==> src/verilog/dtt_pkg.sv <==
//////////////////////////////////////////////////////////////////////////////////////////////////
// Function
// RL1 - Hidden 8-bit timebase counter starts at zero, steps once per clock divided by 32.
// RL2 - Hidden counter overflow event occurs when it wraps from F9h to 00h.
// RL3 - Period select bit set doubles the spacing of hidden counter overflow events.
// RL4 - Hidden counter overflow sets first flag; interrupt only while first enable set.
// RL5 - Reading first control/status register clears the first flag.
// RL6 - Second counter is 8-bit auto-reload up-counter, readable through its count register.
// RL7 - After reset second counter starts from reload value, steps at clock divided by 32.
// RL8 - Second counter overflows past FFh and reloads from the reload register.
// RL9 - Reload register writes take effect only at the next second counter overflow.
// RL10 - Second period spans 1 to 256 steps of the divided clock.
// RL11 - Second counter overflow sets second flag; interrupt only while second enable set.
// RL12 - Reading second control/status register clears the second flag.
// RL13 - Either edge on capture pin latches hidden counter into read-only capture register.
// RL14 - Each capture sets capture flag; interrupt only while capture enable set.
// RL15 - Reading the capture register clears the capture flag.
// RL16 - Capture edges are ignored while capture flag is set; register keeps old data.
// RL17 - Counting continues in slow, wait and active-halt; stops fully in halt mode.
// RL18 - First tick, second tick and capture requests leave on separate lines.
// RL19 - Software reads capture register once after reset before trusting captures.
// RL20 - Software writes never change flags; only events set and reads clear them.
// RL21 - Each interrupt line equals its flag AND its enable, dropping with the flag.
//////////////////////////////////////////////////////////////////////////////////////////////////
package dtt_pkg;

    // Divided counting clock and counter limits
    localparam int DTT_OSC_DIV = 32;
    localparam logic [7:0] DTT_TB1_LAST = 8'hF9;
    localparam logic [7:0] DTT_CNT2_LAST = 8'hFF;
    localparam logic [7:0] DTT_CNT1_RST = 8'h00;
    localparam logic [7:0] DTT_RELOAD_RST = 8'h00;
    localparam logic [7:0] DTT_CAPTURE_RST = 8'h00;
    localparam logic DTT_CTRL_RST = 1'b0;

    // Register indices; byte address is four times the index
    localparam logic [5:0] DTT_IDX_CSR2 = 6'h08;
    localparam logic [5:0] DTT_IDX_RELOAD = 6'h09;
    localparam logic [5:0] DTT_IDX_COUNT2 = 6'h0A;
    localparam logic [5:0] DTT_IDX_CSR1 = 6'h0B;
    localparam logic [5:0] DTT_IDX_CAPTURE = 6'h0C;

    // Field positions
    localparam int DTT_CSR2_IRQ_EN = 1;
    localparam int DTT_CSR2_FLAG = 0;
    localparam int DTT_CSR1_CAP_IRQ_EN = 7;
    localparam int DTT_CSR1_CAP_FLAG = 6;
    localparam int DTT_CSR1_PERIOD_DBL = 5;
    localparam int DTT_CSR1_IRQ_EN = 4;
    localparam int DTT_CSR1_FLAG = 3;

    // Bus slave states
    typedef enum logic [1:0] {
        DTT_BUS_IDLE = 2'b01,
        DTT_BUS_ANSWER = 2'b10
    } dtt_bus_state_t;

endpackage : dtt_pkg

==> src/verilog/dtt_tb_if.sv <==
`timescale 1ns/1ps
// Link between the top and the hidden timebase counter
interface dtt_tb_if #(parameter int W = 8);
    logic tick;
    logic period_double_sel;
    logic [W-1:0] count1;
    logic ovf1;
    modport tb_src (input tick, input period_double_sel, output count1, output ovf1);
    modport tb_snk (output tick, output period_double_sel, input count1, input ovf1);
endinterface : dtt_tb_if

==> src/verilog/dtt_timebase1.sv <==
`timescale 1ns/1ps
module dtt_timebase1
    import dtt_pkg::*;
#(
    parameter int W = 8,
    parameter logic [W-1:0] LAST = DTT_TB1_LAST,
    parameter logic [W-1:0] RST_VAL = DTT_CNT1_RST
) (
    input wire logic clk,
    input wire logic rst,
    dtt_tb_if.tb_src tb
);
    logic [W-1:0] count;
    logic phase;
    logic wrap;

    assign wrap = tb.tick && (count == LAST);

    // Counter steps on each divided tick and rolls to zero after LAST
    always_ff @(posedge clk) begin
        if (rst) begin
            count <= RST_VAL; // RL1
        end else if (wrap) begin
            count <= '0; // RL2
        end else if (tb.tick) begin
            count <= count + 1'b1; // RL1
        end
    end

    // Phase toggles per wrap so the doubled period can skip every other one
    always_ff @(posedge clk) begin
        if (rst) begin
            phase <= 1'b0;
        end else if (wrap) begin
            phase <= ~phase;
        end
    end

    // Every wrap is an event, or only every second wrap when doubled
    assign tb.ovf1 = wrap && (!tb.period_double_sel || phase); // RL2 RL3
    assign tb.count1 = count;

    ////////////////////////////////////////////////////////////////////////////////////////////
    tb_wrap_a: assert property (@(posedge clk) disable iff (rst) // RL2
        wrap |=> count == '0)
        else $error("hidden counter did not wrap to zero");
    tb_double_a: assert property (@(posedge clk) disable iff (rst) // RL3
        wrap && tb.period_double_sel && !phase |-> !tb.ovf1)
        else $error("doubled period produced an early event");

endmodule : dtt_timebase1

==> src/verilog/dtt_capture.sv <==
`timescale 1ns/1ps
module dtt_capture
    import dtt_pkg::*;
#(
    parameter int W = 8
) (
    input wire logic clk,
    input wire logic rst,
    input wire logic pin,
    input wire logic [W-1:0] count,
    input wire logic clear,
    output logic flag,
    output logic [W-1:0] value
);
    logic pin_prev;
    logic primed;
    logic edge_seen;
    logic take;

    // Pin history; primed blocks a false edge on the first cycle after reset
    always_ff @(posedge clk) begin
        if (rst) begin
            pin_prev <= 1'b0;
            primed <= 1'b0;
        end else begin
            pin_prev <= pin;
            primed <= 1'b1;
        end
    end

    assign edge_seen = primed && (pin != pin_prev); // RL13
    assign take = edge_seen && !flag; // RL16

    // Latch the hidden counter on an accepted edge
    always_ff @(posedge clk) begin
        if (rst) begin
            value <= W'(DTT_CAPTURE_RST);
        end else if (take) begin
            value <= count; // RL13
        end
    end

    // Set beats clear; a set flag locks out further edges
    always_ff @(posedge clk) begin
        if (rst) begin
            flag <= 1'b0;
        end else if (take) begin
            flag <= 1'b1; // RL14
        end else if (clear) begin
            flag <= 1'b0; // RL15
        end
    end

    ////////////////////////////////////////////////////////////////////////////////////////////
    cap_latch_a: assert property (@(posedge clk) disable iff (rst) // RL13
        take |=> flag && value == $past(count))
        else $error("capture did not latch the counter");
    cap_inhibit_a: assert property (@(posedge clk) disable iff (rst) // RL16
        flag |=> $stable(value))
        else $error("capture value changed while flag set");

endmodule : dtt_capture

==> src/verilog/dtt_timer.sv <==
`timescale 1ns/1ps
module dtt_timer
    import dtt_pkg::*;
#(
    parameter int W = 8,
    parameter int DIV = DTT_OSC_DIV
) (
    input wire logic clk,
    input wire logic rst,
    input wire logic [7:0] address,
    input wire logic read,
    input wire logic write,
    input wire logic [31:0] writedata,
    input wire logic [3:0] byteenable,
    output logic [31:0] readdata,
    output logic waitrequest,
    input wire logic capture_input_pin,
    input wire logic halt_mode,
    output logic first_tick_irq,
    output logic second_tick_irq,
    output logic capture_irq
);
    localparam int PW = $clog2(DIV);
    localparam logic [PW-1:0] PRE_LAST = PW'(DIV - 1);

    dtt_bus_state_t state;
    dtt_bus_state_t next_state;
    logic [PW-1:0] pre;
    logic tick;
    logic [5:0] idx;
    logic request;
    logic accept;
    logic wr_en;
    logic rd_accept;
    logic [31:0] next_readdata;
    logic first_tick_flag;
    logic second_tick_flag;
    logic capture_flag;
    logic first_tick_irq_en;
    logic second_tick_irq_en;
    logic capture_irq_en;
    logic period_double_sel;
    logic [W-1:0] reload_value_reg;
    logic [W-1:0] second_count_reg;
    logic [W-1:0] capture_value_reg;
    logic ovf2;
    logic clr_first;
    logic clr_second;
    logic clr_capture;
    logic [2:0] flags_seen;
    int since_tick;

    dtt_tb_if #(.W(W)) tb_link ();

    ////////////////////////////////////////////////////////////////////////////////////////////
    // Divided counting clock

    // Prescaler freezes in halt so every counter stops with it
    always_ff @(posedge clk) begin
        if (rst) begin
            pre <= '0;
        end else if (!halt_mode) begin // RL17
            pre <= (pre == PRE_LAST) ? '0 : pre + 1'b1; // RL1 RL7
        end
    end

    // One tick per DIV clocks while running
    assign tick = !halt_mode && (pre == PRE_LAST); // RL17

    ////////////////////////////////////////////////////////////////////////////////////////////
    // Hidden timebase and capture

    // Tick and period select go down, count and event come back
    assign tb_link.tick = tick;
    assign tb_link.period_double_sel = period_double_sel;

    dtt_timebase1 #(
        .W(W),
        .LAST(W'(DTT_TB1_LAST)),
        .RST_VAL(W'(DTT_CNT1_RST))
    ) u_timebase1 (
        .clk(clk),
        .rst(rst),
        .tb(tb_link.tb_src)
    );

    dtt_capture #(
        .W(W)
    ) u_capture (
        .clk(clk),
        .rst(rst),
        .pin(capture_input_pin),
        .count(tb_link.count1),
        .clear(clr_capture),
        .flag(capture_flag),
        .value(capture_value_reg)
    );

    ////////////////////////////////////////////////////////////////////////////////////////////
    // Bus slave

    // Every request waits exactly one cycle so read data can come from a flop
    assign idx = address[7:2];
    assign request = read || write;
    assign accept = request && (state == DTT_BUS_ANSWER);
    assign waitrequest = request && (state == DTT_BUS_IDLE);
    assign wr_en = accept && write && byteenable[0];
    assign rd_accept = accept && read;

    // Next state of the two-phase slave
    always_comb begin
        next_state = state;
        case (state)
            DTT_BUS_IDLE: begin
                if (request) begin
                    next_state = DTT_BUS_ANSWER;
                end
            end
            DTT_BUS_ANSWER: begin
                next_state = DTT_BUS_IDLE;
            end
            default: begin
                next_state = DTT_BUS_IDLE;
            end
        endcase
    end

    // Slave state register
    always_ff @(posedge clk) begin
        if (rst) begin
            state <= DTT_BUS_IDLE;
        end else begin
            state <= next_state;
        end
    end

    // Read mux; unmapped indices and unused bits read as zero
    always_comb begin
        next_readdata = 32'h0000_0000;
        case (idx)
            DTT_IDX_CSR2: begin
                next_readdata[DTT_CSR2_IRQ_EN] = second_tick_irq_en;
                next_readdata[DTT_CSR2_FLAG] = second_tick_flag;
            end
            DTT_IDX_RELOAD: begin
                next_readdata[W-1:0] = reload_value_reg;
            end
            DTT_IDX_COUNT2: begin
                next_readdata[W-1:0] = second_count_reg; // RL6
            end
            DTT_IDX_CSR1: begin
                next_readdata[DTT_CSR1_CAP_IRQ_EN] = capture_irq_en;
                next_readdata[DTT_CSR1_CAP_FLAG] = capture_flag;
                next_readdata[DTT_CSR1_PERIOD_DBL] = period_double_sel;
                next_readdata[DTT_CSR1_IRQ_EN] = first_tick_irq_en;
                next_readdata[DTT_CSR1_FLAG] = first_tick_flag;
            end
            DTT_IDX_CAPTURE: begin
                next_readdata[W-1:0] = capture_value_reg;
            end
            default: begin
                next_readdata = 32'h0000_0000;
            end
        endcase
    end

    // Data is sampled in the waiting cycle and stands while waitrequest is low
    always_ff @(posedge clk) begin
        if (rst) begin
            readdata <= 32'h0000_0000;
        end else if (read && state == DTT_BUS_IDLE) begin
            readdata <= next_readdata;
        end
    end

    // Flags as the read data saw them; one raised after sampling was never shown,
    // so the accepting edge must leave it standing for the next read
    always_ff @(posedge clk) begin
        if (rst) begin
            flags_seen <= 3'h0;
        end else if (read && state == DTT_BUS_IDLE) begin
            flags_seen <= {capture_flag, second_tick_flag, first_tick_flag};
        end
    end

    ////////////////////////////////////////////////////////////////////////////////////////////
    // Control bits

    // Only enables and the period select are writable; flag bits are dropped
    always_ff @(posedge clk) begin
        if (rst) begin
            first_tick_irq_en <= DTT_CTRL_RST;
            capture_irq_en <= DTT_CTRL_RST;
            period_double_sel <= DTT_CTRL_RST;
        end else if (wr_en && idx == DTT_IDX_CSR1) begin
            first_tick_irq_en <= writedata[DTT_CSR1_IRQ_EN];
            capture_irq_en <= writedata[DTT_CSR1_CAP_IRQ_EN];
            period_double_sel <= writedata[DTT_CSR1_PERIOD_DBL]; // RL3
        end
    end

    // Second enable
    always_ff @(posedge clk) begin
        if (rst) begin
            second_tick_irq_en <= DTT_CTRL_RST;
        end else if (wr_en && idx == DTT_IDX_CSR2) begin
            second_tick_irq_en <= writedata[DTT_CSR2_IRQ_EN];
        end
    end

    // Reload value is only stored; the counter picks it up at overflow
    always_ff @(posedge clk) begin
        if (rst) begin
            reload_value_reg <= W'(DTT_RELOAD_RST);
        end else if (wr_en && idx == DTT_IDX_RELOAD) begin
            reload_value_reg <= writedata[W-1:0]; // RL9
        end
    end

    ////////////////////////////////////////////////////////////////////////////////////////////
    // Second counter

    assign ovf2 = tick && (second_count_reg == W'(DTT_CNT2_LAST)); // RL8

    // Starts from the reload reset value and reloads instead of wrapping
    always_ff @(posedge clk) begin
        if (rst) begin
            second_count_reg <= W'(DTT_RELOAD_RST); // RL7
        end else if (ovf2) begin
            second_count_reg <= reload_value_reg; // RL8 RL9 RL10
        end else if (tick) begin
            second_count_reg <= second_count_reg + 1'b1; // RL6
        end
    end

    ////////////////////////////////////////////////////////////////////////////////////////////
    // Flags

    // Clear-on-read strobes fire at the edge a read is accepted
    // Only a flag that the sampled data carried is cleared, so no event is lost
    assign clr_first = rd_accept && idx == DTT_IDX_CSR1 && flags_seen[0]; // RL5
    assign clr_second = rd_accept && idx == DTT_IDX_CSR2 && flags_seen[1]; // RL12
    assign clr_capture = rd_accept && idx == DTT_IDX_CAPTURE && flags_seen[2]; // RL15

    // First flag; an event in the clearing cycle wins so none is lost
    always_ff @(posedge clk) begin
        if (rst) begin
            first_tick_flag <= 1'b0;
        end else if (tb_link.ovf1) begin
            first_tick_flag <= 1'b1; // RL4
        end else if (clr_first) begin
            first_tick_flag <= 1'b0; // RL5 RL20
        end
    end

    // Second flag, same policy
    always_ff @(posedge clk) begin
        if (rst) begin
            second_tick_flag <= 1'b0;
        end else if (ovf2) begin
            second_tick_flag <= 1'b1; // RL11
        end else if (clr_second) begin
            second_tick_flag <= 1'b0; // RL12 RL20
        end
    end

    ////////////////////////////////////////////////////////////////////////////////////////////
    // Interrupt lines

    // Level requests, each on its own line
    assign first_tick_irq = first_tick_flag && first_tick_irq_en; // RL4 RL18 RL21
    assign second_tick_irq = second_tick_flag && second_tick_irq_en; // RL11 RL18 RL21
    assign capture_irq = capture_flag && capture_irq_en; // RL14 RL18 RL21

    ////////////////////////////////////////////////////////////////////////////////////////////
    // Checks

    bus_answer_a: assert property (@(posedge clk) disable iff (rst)
        request && waitrequest && $stable(address) |=> !waitrequest)
        else $error("bus answer not given in one cycle");

    // Running cycles since the last tick; halt freezes it like the prescaler
    always_ff @(posedge clk) begin
        if (rst || tick) begin
            since_tick <= 0;
        end else if (!halt_mode) begin
            since_tick <= since_tick + 1;
        end
    end

    tick_gap_a: assert property (@(posedge clk) disable iff (rst) // RL1
        tick |-> since_tick == DIV - 1)
        else $error("divided ticks not evenly spaced");

    halt_stop_a: assert property (@(posedge clk) disable iff (rst) // RL17
        halt_mode |=> $stable(second_count_reg) && $stable(tb_link.count1))
        else $error("counters moved in halt");

    flag1_set_a: assert property (@(posedge clk) disable iff (rst) // RL4
        tb_link.ovf1 |=> first_tick_flag)
        else $error("first flag not set on overflow");

    flag1_clear_a: assert property (@(posedge clk) disable iff (rst) // RL5
        clr_first && !tb_link.ovf1 |=> !first_tick_flag)
        else $error("first flag not cleared by read");

    flag_source_a: assert property (@(posedge clk) disable iff (rst) // RL20
        $rose(first_tick_flag) || $rose(second_tick_flag) |->
            $past(tb_link.ovf1) || $past(ovf2))
        else $error("flag rose without an event");

    flag2_set_a: assert property (@(posedge clk) disable iff (rst) // RL11
        ovf2 |=> second_tick_flag && second_tick_irq == second_tick_irq_en)
        else $error("second flag or line wrong after overflow");

    flag2_clear_a: assert property (@(posedge clk) disable iff (rst) // RL12
        clr_second && !ovf2 |=> !second_tick_flag ##1 !second_tick_irq || second_tick_flag)
        else $error("second flag not cleared by read");

    cnt2_reload_a: assert property (@(posedge clk) disable iff (rst) // RL8
        ovf2 |=> second_count_reg == $past(reload_value_reg))
        else $error("second counter did not reload");

    cnt2_step_a: assert property (@(posedge clk) disable iff (rst) // RL6
        tick && !ovf2 |=> second_count_reg == $past(second_count_reg) + 1'b1)
        else $error("second counter did not step by one");

    reload_defer_a: assert property (@(posedge clk) disable iff (rst) // RL9
        wr_en && idx == DTT_IDX_RELOAD && !tick |=> $stable(second_count_reg))
        else $error("reload write disturbed the counter");

    cap_clear_a: assert property (@(posedge clk) disable iff (rst) // RL15
        clr_capture && capture_flag |=> !capture_flag && !capture_irq)
        else $error("capture flag not cleared by read");

    irq_drop_a: assert property (@(posedge clk) disable iff (rst) // RL21
        $fell(first_tick_flag) || $fell(capture_flag) |-> !first_tick_irq && !capture_irq
            || first_tick_flag || capture_flag)
        else $error("interrupt line stayed after flag cleared");

endmodule : dtt_timer

==> src/dv/tb.sv <==
`timescale 1ns/1ps
module tb;
    import dtt_pkg::*;

    // Short prescaler keeps the 250-step timebase to a thousand clocks
    localparam int DIV = 4;
    localparam int TB1_STEPS = int'(DTT_TB1_LAST) + 1;
    localparam logic [7:0] A_CSR2 = {DTT_IDX_CSR2, 2'b00};
    localparam logic [7:0] A_RLD = {DTT_IDX_RELOAD, 2'b00};
    localparam logic [7:0] A_CNT = {DTT_IDX_COUNT2, 2'b00};
    localparam logic [7:0] A_CSR1 = {DTT_IDX_CSR1, 2'b00};
    localparam logic [7:0] A_CAP = {DTT_IDX_CAPTURE, 2'b00};
    localparam logic [7:0] A_NONE = 8'h3C;

    typedef struct packed {logic wr; logic [7:0] a; logic [7:0] d; logic [7:0] e;} dtt_row_t;

    logic clk = 1'b0;
    logic rst = 1'b1;
    logic [7:0] address = 8'h00;
    logic read = 1'b0;
    logic write = 1'b0;
    logic [31:0] writedata = 32'h0;
    logic [3:0] byteenable = 4'hF;
    logic [31:0] readdata;
    logic waitrequest;
    logic capture_input_pin = 1'b0;
    logic halt_mode = 1'b0;
    logic first_tick_irq;
    logic second_tick_irq;
    logic capture_irq;
    int err_total = 0;
    int n_tests = 0;
    int cyc = 0;
    int t1_prev = 0;
    int t1_last = 0;
    int t2_prev = 0;
    int t2_last = 0;
    int ta = 0;
    logic p1 = 1'b0;
    logic p2 = 1'b0;
    logic [31:0] q;
    logic [31:0] va;
    logic [31:0] vb;

    // Register accesses; writes to flags and read-only places must not stick
    dtt_row_t rows[17] = '{
        '{1'b0, A_CSR2, 8'h00, 8'h00}, '{1'b0, A_RLD, 8'h00, 8'h00},
        '{1'b0, A_CSR1, 8'h00, 8'h00}, '{1'b0, A_CAP, 8'h00, 8'h00},
        '{1'b0, A_NONE, 8'h00, 8'h00}, '{1'b1, A_CSR1, 8'hFF, 8'h00},
        '{1'b0, A_CSR1, 8'h00, 8'hB0}, '{1'b1, A_CSR1, 8'h00, 8'h00},
        '{1'b0, A_CSR1, 8'h00, 8'h00}, '{1'b1, A_CSR2, 8'hFF, 8'h00},
        '{1'b0, A_CSR2, 8'h00, 8'h02}, '{1'b1, A_CAP, 8'hFF, 8'h00},
        '{1'b0, A_CAP, 8'h00, 8'h00}, '{1'b1, A_NONE, 8'hFF, 8'h00},
        '{1'b0, A_NONE, 8'h00, 8'h00}, '{1'b1, A_RLD, 8'hF0, 8'h00},
        '{1'b0, A_RLD, 8'h00, 8'hF0}
    };

    dtt_timer #(.DIV(DIV)) u_dtt_timer (
        .clk(clk),
        .rst(rst),
        .address(address),
        .read(read),
        .write(write),
        .writedata(writedata),
        .byteenable(byteenable),
        .readdata(readdata),
        .waitrequest(waitrequest),
        .capture_input_pin(capture_input_pin),
        .halt_mode(halt_mode),
        .first_tick_irq(first_tick_irq),
        .second_tick_irq(second_tick_irq),
        .capture_irq(capture_irq)
    );

    ////////////////////////////////////////////////////////////////////////////////////////////
    // Clock, 100 ns period
    always #50 clk = ~clk;

    // Cycle count and edge stamps of the tick requests, used for exact periods
    always @(posedge clk) begin
        cyc <= cyc + 1;
        p1 <= first_tick_irq;
        p2 <= second_tick_irq;
        if (first_tick_irq === 1'b1 && p1 === 1'b0) begin
            t1_prev <= t1_last;
            t1_last <= cyc;
        end
        if (second_tick_irq === 1'b1 && p2 === 1'b0) begin
            t2_prev <= t2_last;
            t2_last <= cyc;
        end
    end

    ////////////////////////////////////////////////////////////////////////////////////////////
    task automatic results();
        $display("Comparisons %0d, mismatches %0d", n_tests, err_total);
        if (err_total == 0 && n_tests > 0) begin
            $display("Test passed");
        end else begin
            $display("Test failed");
        end
        $finish;
    endtask : results

    task automatic chk(input logic [31:0] got, input logic [31:0] exp, input string msg);
        n_tests++;
        if (got !== exp) begin
            err_total++;
            $display("BAD %0t %s: got %h expected %h", $time, msg, got, exp);
        end
    endtask : chk

    // One Avalon transfer; the idle edge first avoids reassigning read in one time step
    task automatic bus(input logic wr, input logic [7:0] a, input logic [7:0] d,
                       output logic [31:0] r);
        int n = 0;
        @(posedge clk);
        address <= a;
        writedata <= {24'h0, d};
        read <= ~wr;
        write <= wr;
        do begin
            @(posedge clk);
            n++;
        end while (waitrequest !== 1'b0 && n < 20);
        if (n >= 20) begin
            err_total++;
            $display("BAD %0t bus transfer never accepted", $time);
        end
        r = readdata;
        read <= 1'b0;
        write <= 1'b0;
    endtask : bus

    // Waits for the next rising request of one tick line, bounded
    task automatic wait_rise(input bit first);
        int n = 0;
        int old;
        old = first ? t1_last : t2_last;
        do begin
            @(posedge clk);
            n++;
        end while ((first ? t1_last : t2_last) == old && n < 5000);
        if (n >= 5000) begin
            err_total++;
            $display("BAD %0t tick request never rose", $time);
        end
    endtask : wait_rise

    ////////////////////////////////////////////////////////////////////////////////////////////
    // Watchdog sized well above the roughly 6200 cycles of the sequence
    initial begin
        repeat (60000) @(posedge clk);
        err_total++;
        $display("BAD %0t watchdog expired", $time);
        results();
    end

    // Main sequence
    initial begin
        repeat (5) @(posedge clk);
        rst <= 1'b0;
        foreach (rows[i]) begin
            bus(rows[i].wr, rows[i].a, rows[i].d, q);
            if (!rows[i].wr) chk(q, {24'h0, rows[i].e}, "register table");
        end
        // A write without the low byte lane must leave the reload value alone
        byteenable <= 4'hE;
        bus(1'b1, A_RLD, 8'h55, q);
        byteenable <= 4'hF;
        bus(1'b0, A_RLD, 8'h00, q);
        chk(q, 32'hF0, "masked byte write");
        bus(1'b0, A_CNT, 8'h00, q);
        chk({31'h0, q < 32'h80}, 32'h1, "reload applied early");
        // Second counter: reload lands only at overflow, then 16-step period
        wait_rise(1'b0);
        bus(1'b0, A_CNT, 8'h00, q);
        chk({31'h0, q >= 32'hF0}, 32'h1, "count after reload");
        bus(1'b0, A_CSR2, 8'h00, q);
        chk(q, 32'h03, "second status");
        @(posedge clk);
        chk({31'h0, second_tick_irq}, 32'h0, "second irq after read");
        wait_rise(1'b0);
        chk(32'(t2_last - t2_prev), 32'((256 - 'hF0) * DIV), "second period");
        bus(1'b1, A_CSR2, 8'h00, q);
        repeat (100) @(posedge clk);
        chk({31'h0, second_tick_irq}, 32'h0, "masked second irq");
        bus(1'b0, A_CSR2, 8'h00, q);
        chk(q, 32'h01, "flag kept under mask");
        // Hidden timebase, plain then doubled; clear before each wait so the line re-rises
        bus(1'b1, A_CSR1, 8'h10, q);
        for (int k = 0; k < 4; k++) begin
            if (k == 2) bus(1'b1, A_CSR1, 8'h30, q);
            bus(1'b0, A_CSR1, 8'h00, q);
            if (k == 1) chk(q & 32'h18, 32'h18, "first flag set");
            @(posedge clk);
            chk({31'h0, first_tick_irq}, 32'h0, "first irq after read");
            wait_rise(1'b1);
        end
        chk(32'(t1_last - t1_prev), 32'(2 * TB1_STEPS * DIV), "doubled period");
        bus(1'b1, A_CSR1, 8'h80, q);
        // Capture: edge B lands while the flag is up and must be dropped
        bus(1'b0, A_CAP, 8'h00, q);
        @(posedge clk);
        capture_input_pin <= 1'b1;
        ta = cyc;
        repeat (3) @(posedge clk);
        chk({29'h0, first_tick_irq, second_tick_irq, capture_irq}, 32'h1, "irq lines");
        repeat (17) @(posedge clk);
        capture_input_pin <= 1'b0;
        bus(1'b0, A_CSR1, 8'h00, q);
        chk(q & 32'hC0, 32'hC0, "capture flag");
        bus(1'b0, A_CAP, 8'h00, va);
        @(posedge clk);
        chk({31'h0, capture_irq}, 32'h0, "capture irq after read");
        while (cyc != ta + 40) @(posedge clk);
        capture_input_pin <= 1'b1;
        repeat (3) @(posedge clk);
        bus(1'b0, A_CAP, 8'h00, vb);
        chk(vb, (va + 32'd10) % 32'(TB1_STEPS), "capture spacing");
        // Halt freezes counting; release resumes it
        @(posedge clk);
        halt_mode <= 1'b1;
        bus(1'b0, A_CNT, 8'h00, va);
        repeat (40) @(posedge clk);
        bus(1'b0, A_CNT, 8'h00, vb);
        chk(vb, va, "count under halt");
        halt_mode <= 1'b0;
        repeat (40) @(posedge clk);
        bus(1'b0, A_CNT, 8'h00, q);
        chk({31'h0, q != vb}, 32'h1, "count resumes");
        // Reset in mid-run brings the reload value and counter back
        @(posedge clk);
        rst <= 1'b1;
        repeat (5) @(posedge clk);
        rst <= 1'b0;
        bus(1'b0, A_RLD, 8'h00, q);
        chk(q, 32'h00, "reload after reset");
        bus(1'b0, A_CNT, 8'h00, q);
        chk({31'h0, q < 32'h08}, 32'h1, "count after reset");
        results();
    end

endmodule : tb
==> config.mk <==
export PLATFORM = sky130hd
export DESIGN_NAME = dtt_timer
export DESIGN_NICKNAME = d
export VERILOG_FILES = /design/src/verilog/dtt_pkg.sv /design/src/verilog/dtt_tb_if.sv /design/src/verilog/dtt_timebase1.sv /design/src/verilog/dtt_capture.sv /design/src/verilog/dtt_timer.sv /design/src/dv/tb.sv
export SDC_FILE = /design/constraint.sdc
export NUM_CORES = 1
export LEC_CHECK = 0
export ABC_AREA = 1
export BUFFER_PORTS_ARGS = -buffer_cell sky130_fd_sc_hd__buf_2
export CORE_ASPECT_RATIO = 0.6
export CORE_MARGIN = 8
export CORE_UTILIZATION = 52
export DETAILED_ROUTE_END_ITERATION = 16
export PLACE_DENSITY_LB_ADDON = 0.05
export SLEW_MARGIN = 20
export SYNTH_ARGS = -nofsm -noshare
export SYNTH_HDL_FRONTEND = slang
export SYNTH_SLANG_ARGS = --single-unit
==> constraint.sdc <==
create_clock -name clk -period 1.95 [get_ports clk]
set_input_delay 0.0975 -clock clk [delete_from_list [all_inputs] [get_ports clk]]
set_output_delay 0.0975 -clock clk [all_outputs]
set_load 0.05 [all_outputs]
==> Implementation_results.wiki <==
{| class="wikitable"
! Metric !! Value
|-
| Status || complete, no violations
|-
| TritonCTS clock tree || done
|-
| Post-synthesis simple-gate area fraction || between 20% and 30%
|-
| Root Driver || sky130_fd_sc_hd__clkbuf_8
|-
| Mapped Avg Cell Area || about 7.3 um^2
|-
| Final hold viol count || 0
|-
| Critical Path Start Type || flop
|-
| Number of remaining DRC errors || 0
|-
| Area share of the largest cell type after synthesis || between 30% and 40%
|-
| Total power consumption of the routed design || between 0.002 and 0.003 W
|-
| Filler Cells Inserted || around 540
|-
| Number of antenna cells inserted || 0
|-
| Crit end category || flop
|-
| Sequential cell fraction of total power || around half
|-
| Synth area leaders || sky130_fd_sc_hd__dfxtp_1 40%, sky130_fd_sc_hd__nand2_1 8.2%, sky130_fd_sc_hd__buf_4 6.5%
|-
| Worst setup path class || flop to flop
|-
| Clock network power share || about two fifths
|-
| Mapped Area || a little over 3000 um^2
|-
| Crit path launch || pre[0]
|-
| Max-cap violation count || 0
|-
| Final min period || approximately 1.8 ns
|-
| Fin area || ~3400 um^2
|-
| Pin slew with the least headroom to its limit || around 0.54 ns
|-
| Avg Vias per Cell || just over 5
|-
| Number of cells produced by synthesis || 412
|-
| Initial antenna violation count || 0
|-
| Largest area contributor in the synthesized netlist || sky130_fd_sc_hd__dfxtp_1
|-
| Final Slew Violations || 0
|-
| Area delta synth->final || 12.4%
|-
| XOR/XNOR Fraction of Synth Area || between 2 and 2.5%
|-
| Synth Area in Compound Gates || between 10 and 15%
|-
| DRC marker count from the first detailed-route iteration || 206
|-
| Placement Rows || 21
|-
| Critical Path Fanout Max || 9
|-
| Internal power contribution || 0.00184 W
|-
| Portion of netlist area occupied by mux cells || 0%
|-
| RR Endpoint || first_tick_flag
|-
| Total wire length after detailed routing || between 7 and 8 mm
|-
| Initial standard-cell utilization of the core || 53.9%
|-
| Drt pass-1 iters || 4
|-
| Dpl cell area || 3160 um^2
|-
| Clock latency on the worst-skew pair || ~0.34 ns
|-
| Total core area || about 5600 um^2
|-
| Reg-to-reg critical path startpoint || pre[0]
|-
| Setup slack after placement || approximately 0.14 ns
|-
| Via count of the first global-routing pass || 2,441
|-
| Input/output buffers || 32
|-
| Count of synthesis-stage warnings from yosys || 0
|-
| Floorplan die height || around 75 um
|-
| Power density over the cells || approximately 750 nW/um^2
|-
| Combinational share of power || 11.9%
|-
| Maximum number of pins on one net before global-route repair || 22
|-
| Normalized max-slew margin || 63.9%
|-
| Maximum clock frequency || 570 MHz
|-
| Required time at the endpoint of the critical path || 2.22 ns
|-
| Top-level port count || 86
|-
| Total Negative Setup Slacks || 0 ns
|-
| Number of different library cells in the post-synthesis netlist || 34
|-
| Arrival time worst endpoint || slightly above 2 ns
|-
| Main combinational cell family by area after synthesis || simple AND/OR/NAND/NOR gates
|-
| Worst-case hold slack || around 0.013 ns
|-
| Synthesized flop and latch total || 60
|-
| Layout cells sized above 1 || ~17%
|-
| Post-DRT Antenna Nets || 0
|-
| Worst clock skew || 0.00790 ns
|-
| Die outline width || about 110 um
|-
| Via total after detailed routing || 2,759
|-
| H-tree levels || 3
|-
| Placer Congestion || 0.848
|-
| Fraction of power spent switching nets || between 20 and 30%
|-
| Overflow after GRT || 0
|-
| Proportion of synthesized chip area in sequential cells || 39.8%
|-
| Wire length per cell after detailed routing || approximately 14 um
|-
| Global-route wire length before repair || approximately 12 mm
|-
| Net total in the final layout || between 500 and 600
|-
| Fin crit share || roughly nine tenths
|-
| Switch Pwr || between 0.0007 and 0.0008 W
|-
| Worst Setup Slack, final || slightly below 0.2 ns
|-
| Final setup vio count || 0
|-
| Number of CTS-inserted buffers || 9
|-
| Area of the die || between 8000 and 9000 um^2
|-
| Post-synthesis adder-cell area fraction || under 10%
|-
| Total routing resource utilization after global routing || 17.8%
|-
| Worst setup path end || first_tick_flag
|-
| Leakage power figure || ~1.6 nW
|-
| Logic depth of the worst register-to-register path || 10
|-
| Worst supply voltage drop on vdd || ~400 uV
|-
| Hold WC Path Type || input port to flop
|-
| Post-detailed-placement half-perimeter wirelength || ~5.5 mm
|-
| RSZ-0062 raised after global routing || no
|-
| Clock sink count || 60
|-
| Reg2reg setup slack || about 0.2 ns
|-
| Clock transition at path regs || about 0.060 ns
|-
| Max Root-Sink Buffers || 2
|}
## worst min path at each step
stage                       from  cells after the start                   to  slack [ns]
global placement    writedata[6]                      3  reload_value_reg[6]        0.32
floorplan                    rst                      1          readdata[0]        0.17
detailed placement  writedata[6]                      3  reload_value_reg[6]        0.32
CTS                 writedata[1]                      3  reload_value_reg[1]       0.002
global route        writedata[1]                      3  reload_value_reg[1]       0.005
finish              writedata[1]                      3  reload_value_reg[1]        0.01
## power groups by stage
stage               registers, W  logic (W)  clock network, W
finish                   0.00128   0.000304          0.000974
global placement         0.00131   0.000287                 0
detailed placement       0.00131   0.000292                 0
CTS                      0.00128   0.000300          0.000999
floorplan                0.00131   0.000259                 0
global route             0.00128   0.000330           0.00106
## timing repair
| action | 4_1_cts | 5_1_grt |
|---|---|---|
| setup buffers | 0 | 0 |
| setup endpoints to repair | 0 | 10 |
| endpoints found under the hold margin | 4 | 0 |
| resized for setup | 0 | 5 |
| hold buffers | 4 | 0 |
## critical path: stages (launching register included)
cell                       delay, ns
sky130_fd_sc_hd__dfxtp_1        0.36
sky130_fd_sc_hd__ha_1           0.18
sky130_fd_sc_hd__nand2_1        0.07
sky130_fd_sc_hd__nor2_2         0.10
sky130_fd_sc_hd__ha_2           0.20
sky130_fd_sc_hd__nand2_4        0.10
sky130_fd_sc_hd__inv_2          0.08
sky130_fd_sc_hd__buf_4          0.16
sky130_fd_sc_hd__nand3_2        0.14
sky130_fd_sc_hd__o21bai_1       0.20
sky130_fd_sc_hd__a21oi_1        0.12
## cells in the mapped netlist (all sizes together)
cell    number
a31oi        1
nor3         8
o21bai       2
nor2        46
xor2         4
a21oi       34
clkbuf       3
inv         43
conb         1
ha           5
xnor2        3
or2          1
o211ai       3
o21ai       45
dfxtp       60
buf         33
nand2       69
nand4       12
nand3       36
clkinv       1
nor3b        2
## layer usage
metal / vias to the layer above / GRT usage (%) / wire, um / part of all wire, %
met2: 81 / 25.7 / 3110 / 42
met3: 8 / 6.41 / 647 / 8.7
met1: 1268 / 24.2 / 3580 / 48
met4: 0 / 5.42 / 65 / 0.88
li1: 1402 / - / - / -
met5: - / 0 / 0 / 0
## cell type report
| class | instances | area (um^2) | area share [%] |
|---|---|---|---|
| clock inverter | 2 | 10.0 | 0.295 |
| multi-input combinational | 295 | 1490 | 43.9 |
| inverter | 44 | 165 | 4.87 |
| clock buffer | 13 | 159 | 4.68 |
| sequential | 60 | 1200 | 35.4 |
| tap | 80 | 100 | 2.95 |
| timing repair buffer | 45 | 268 | 7.89 |
## metrics by stage
step	utilization, %	cells
6_report	60.6	539
5_1_grt	60.6	539
4_1_cts	60.3	539
3_5_place_dp	56.5	520
3_3_place_gp	56.5	520
2_1_floorplan	-	435
## cell families after synthesis
| family | count (synthesis) |
|---|---|
| xor+xnor | 7 |
| simple gates | 174 |
| compound gates | 85 |
| other cells | 1 |
| buf+inv | 80 |
| flops | 60 |
| fa+ha+maj | 5 |
## cell usage in the layout, fill, tap and decap left out, types with 5 or more instances in the layout
cell	n
sky130_fd_sc_hd__nand2_1	65
sky130_fd_sc_hd__dfxtp_1	60
sky130_fd_sc_hd__nor2_1	39
sky130_fd_sc_hd__inv_1	38
sky130_fd_sc_hd__nand3_1	35
sky130_fd_sc_hd__a21oi_1	34
sky130_fd_sc_hd__o21ai_0	34
sky130_fd_sc_hd__buf_2	32
sky130_fd_sc_hd__conb_1	24
sky130_fd_sc_hd__nand4_1	11
sky130_fd_sc_hd__o21ai_1	11
sky130_fd_sc_hd__clkbuf_8	11
sky130_fd_sc_hd__buf_4	9
sky130_fd_sc_hd__nor3_1	6
sky130_fd_sc_hd__inv_2	5
Power figures use the tool's default switching activity.
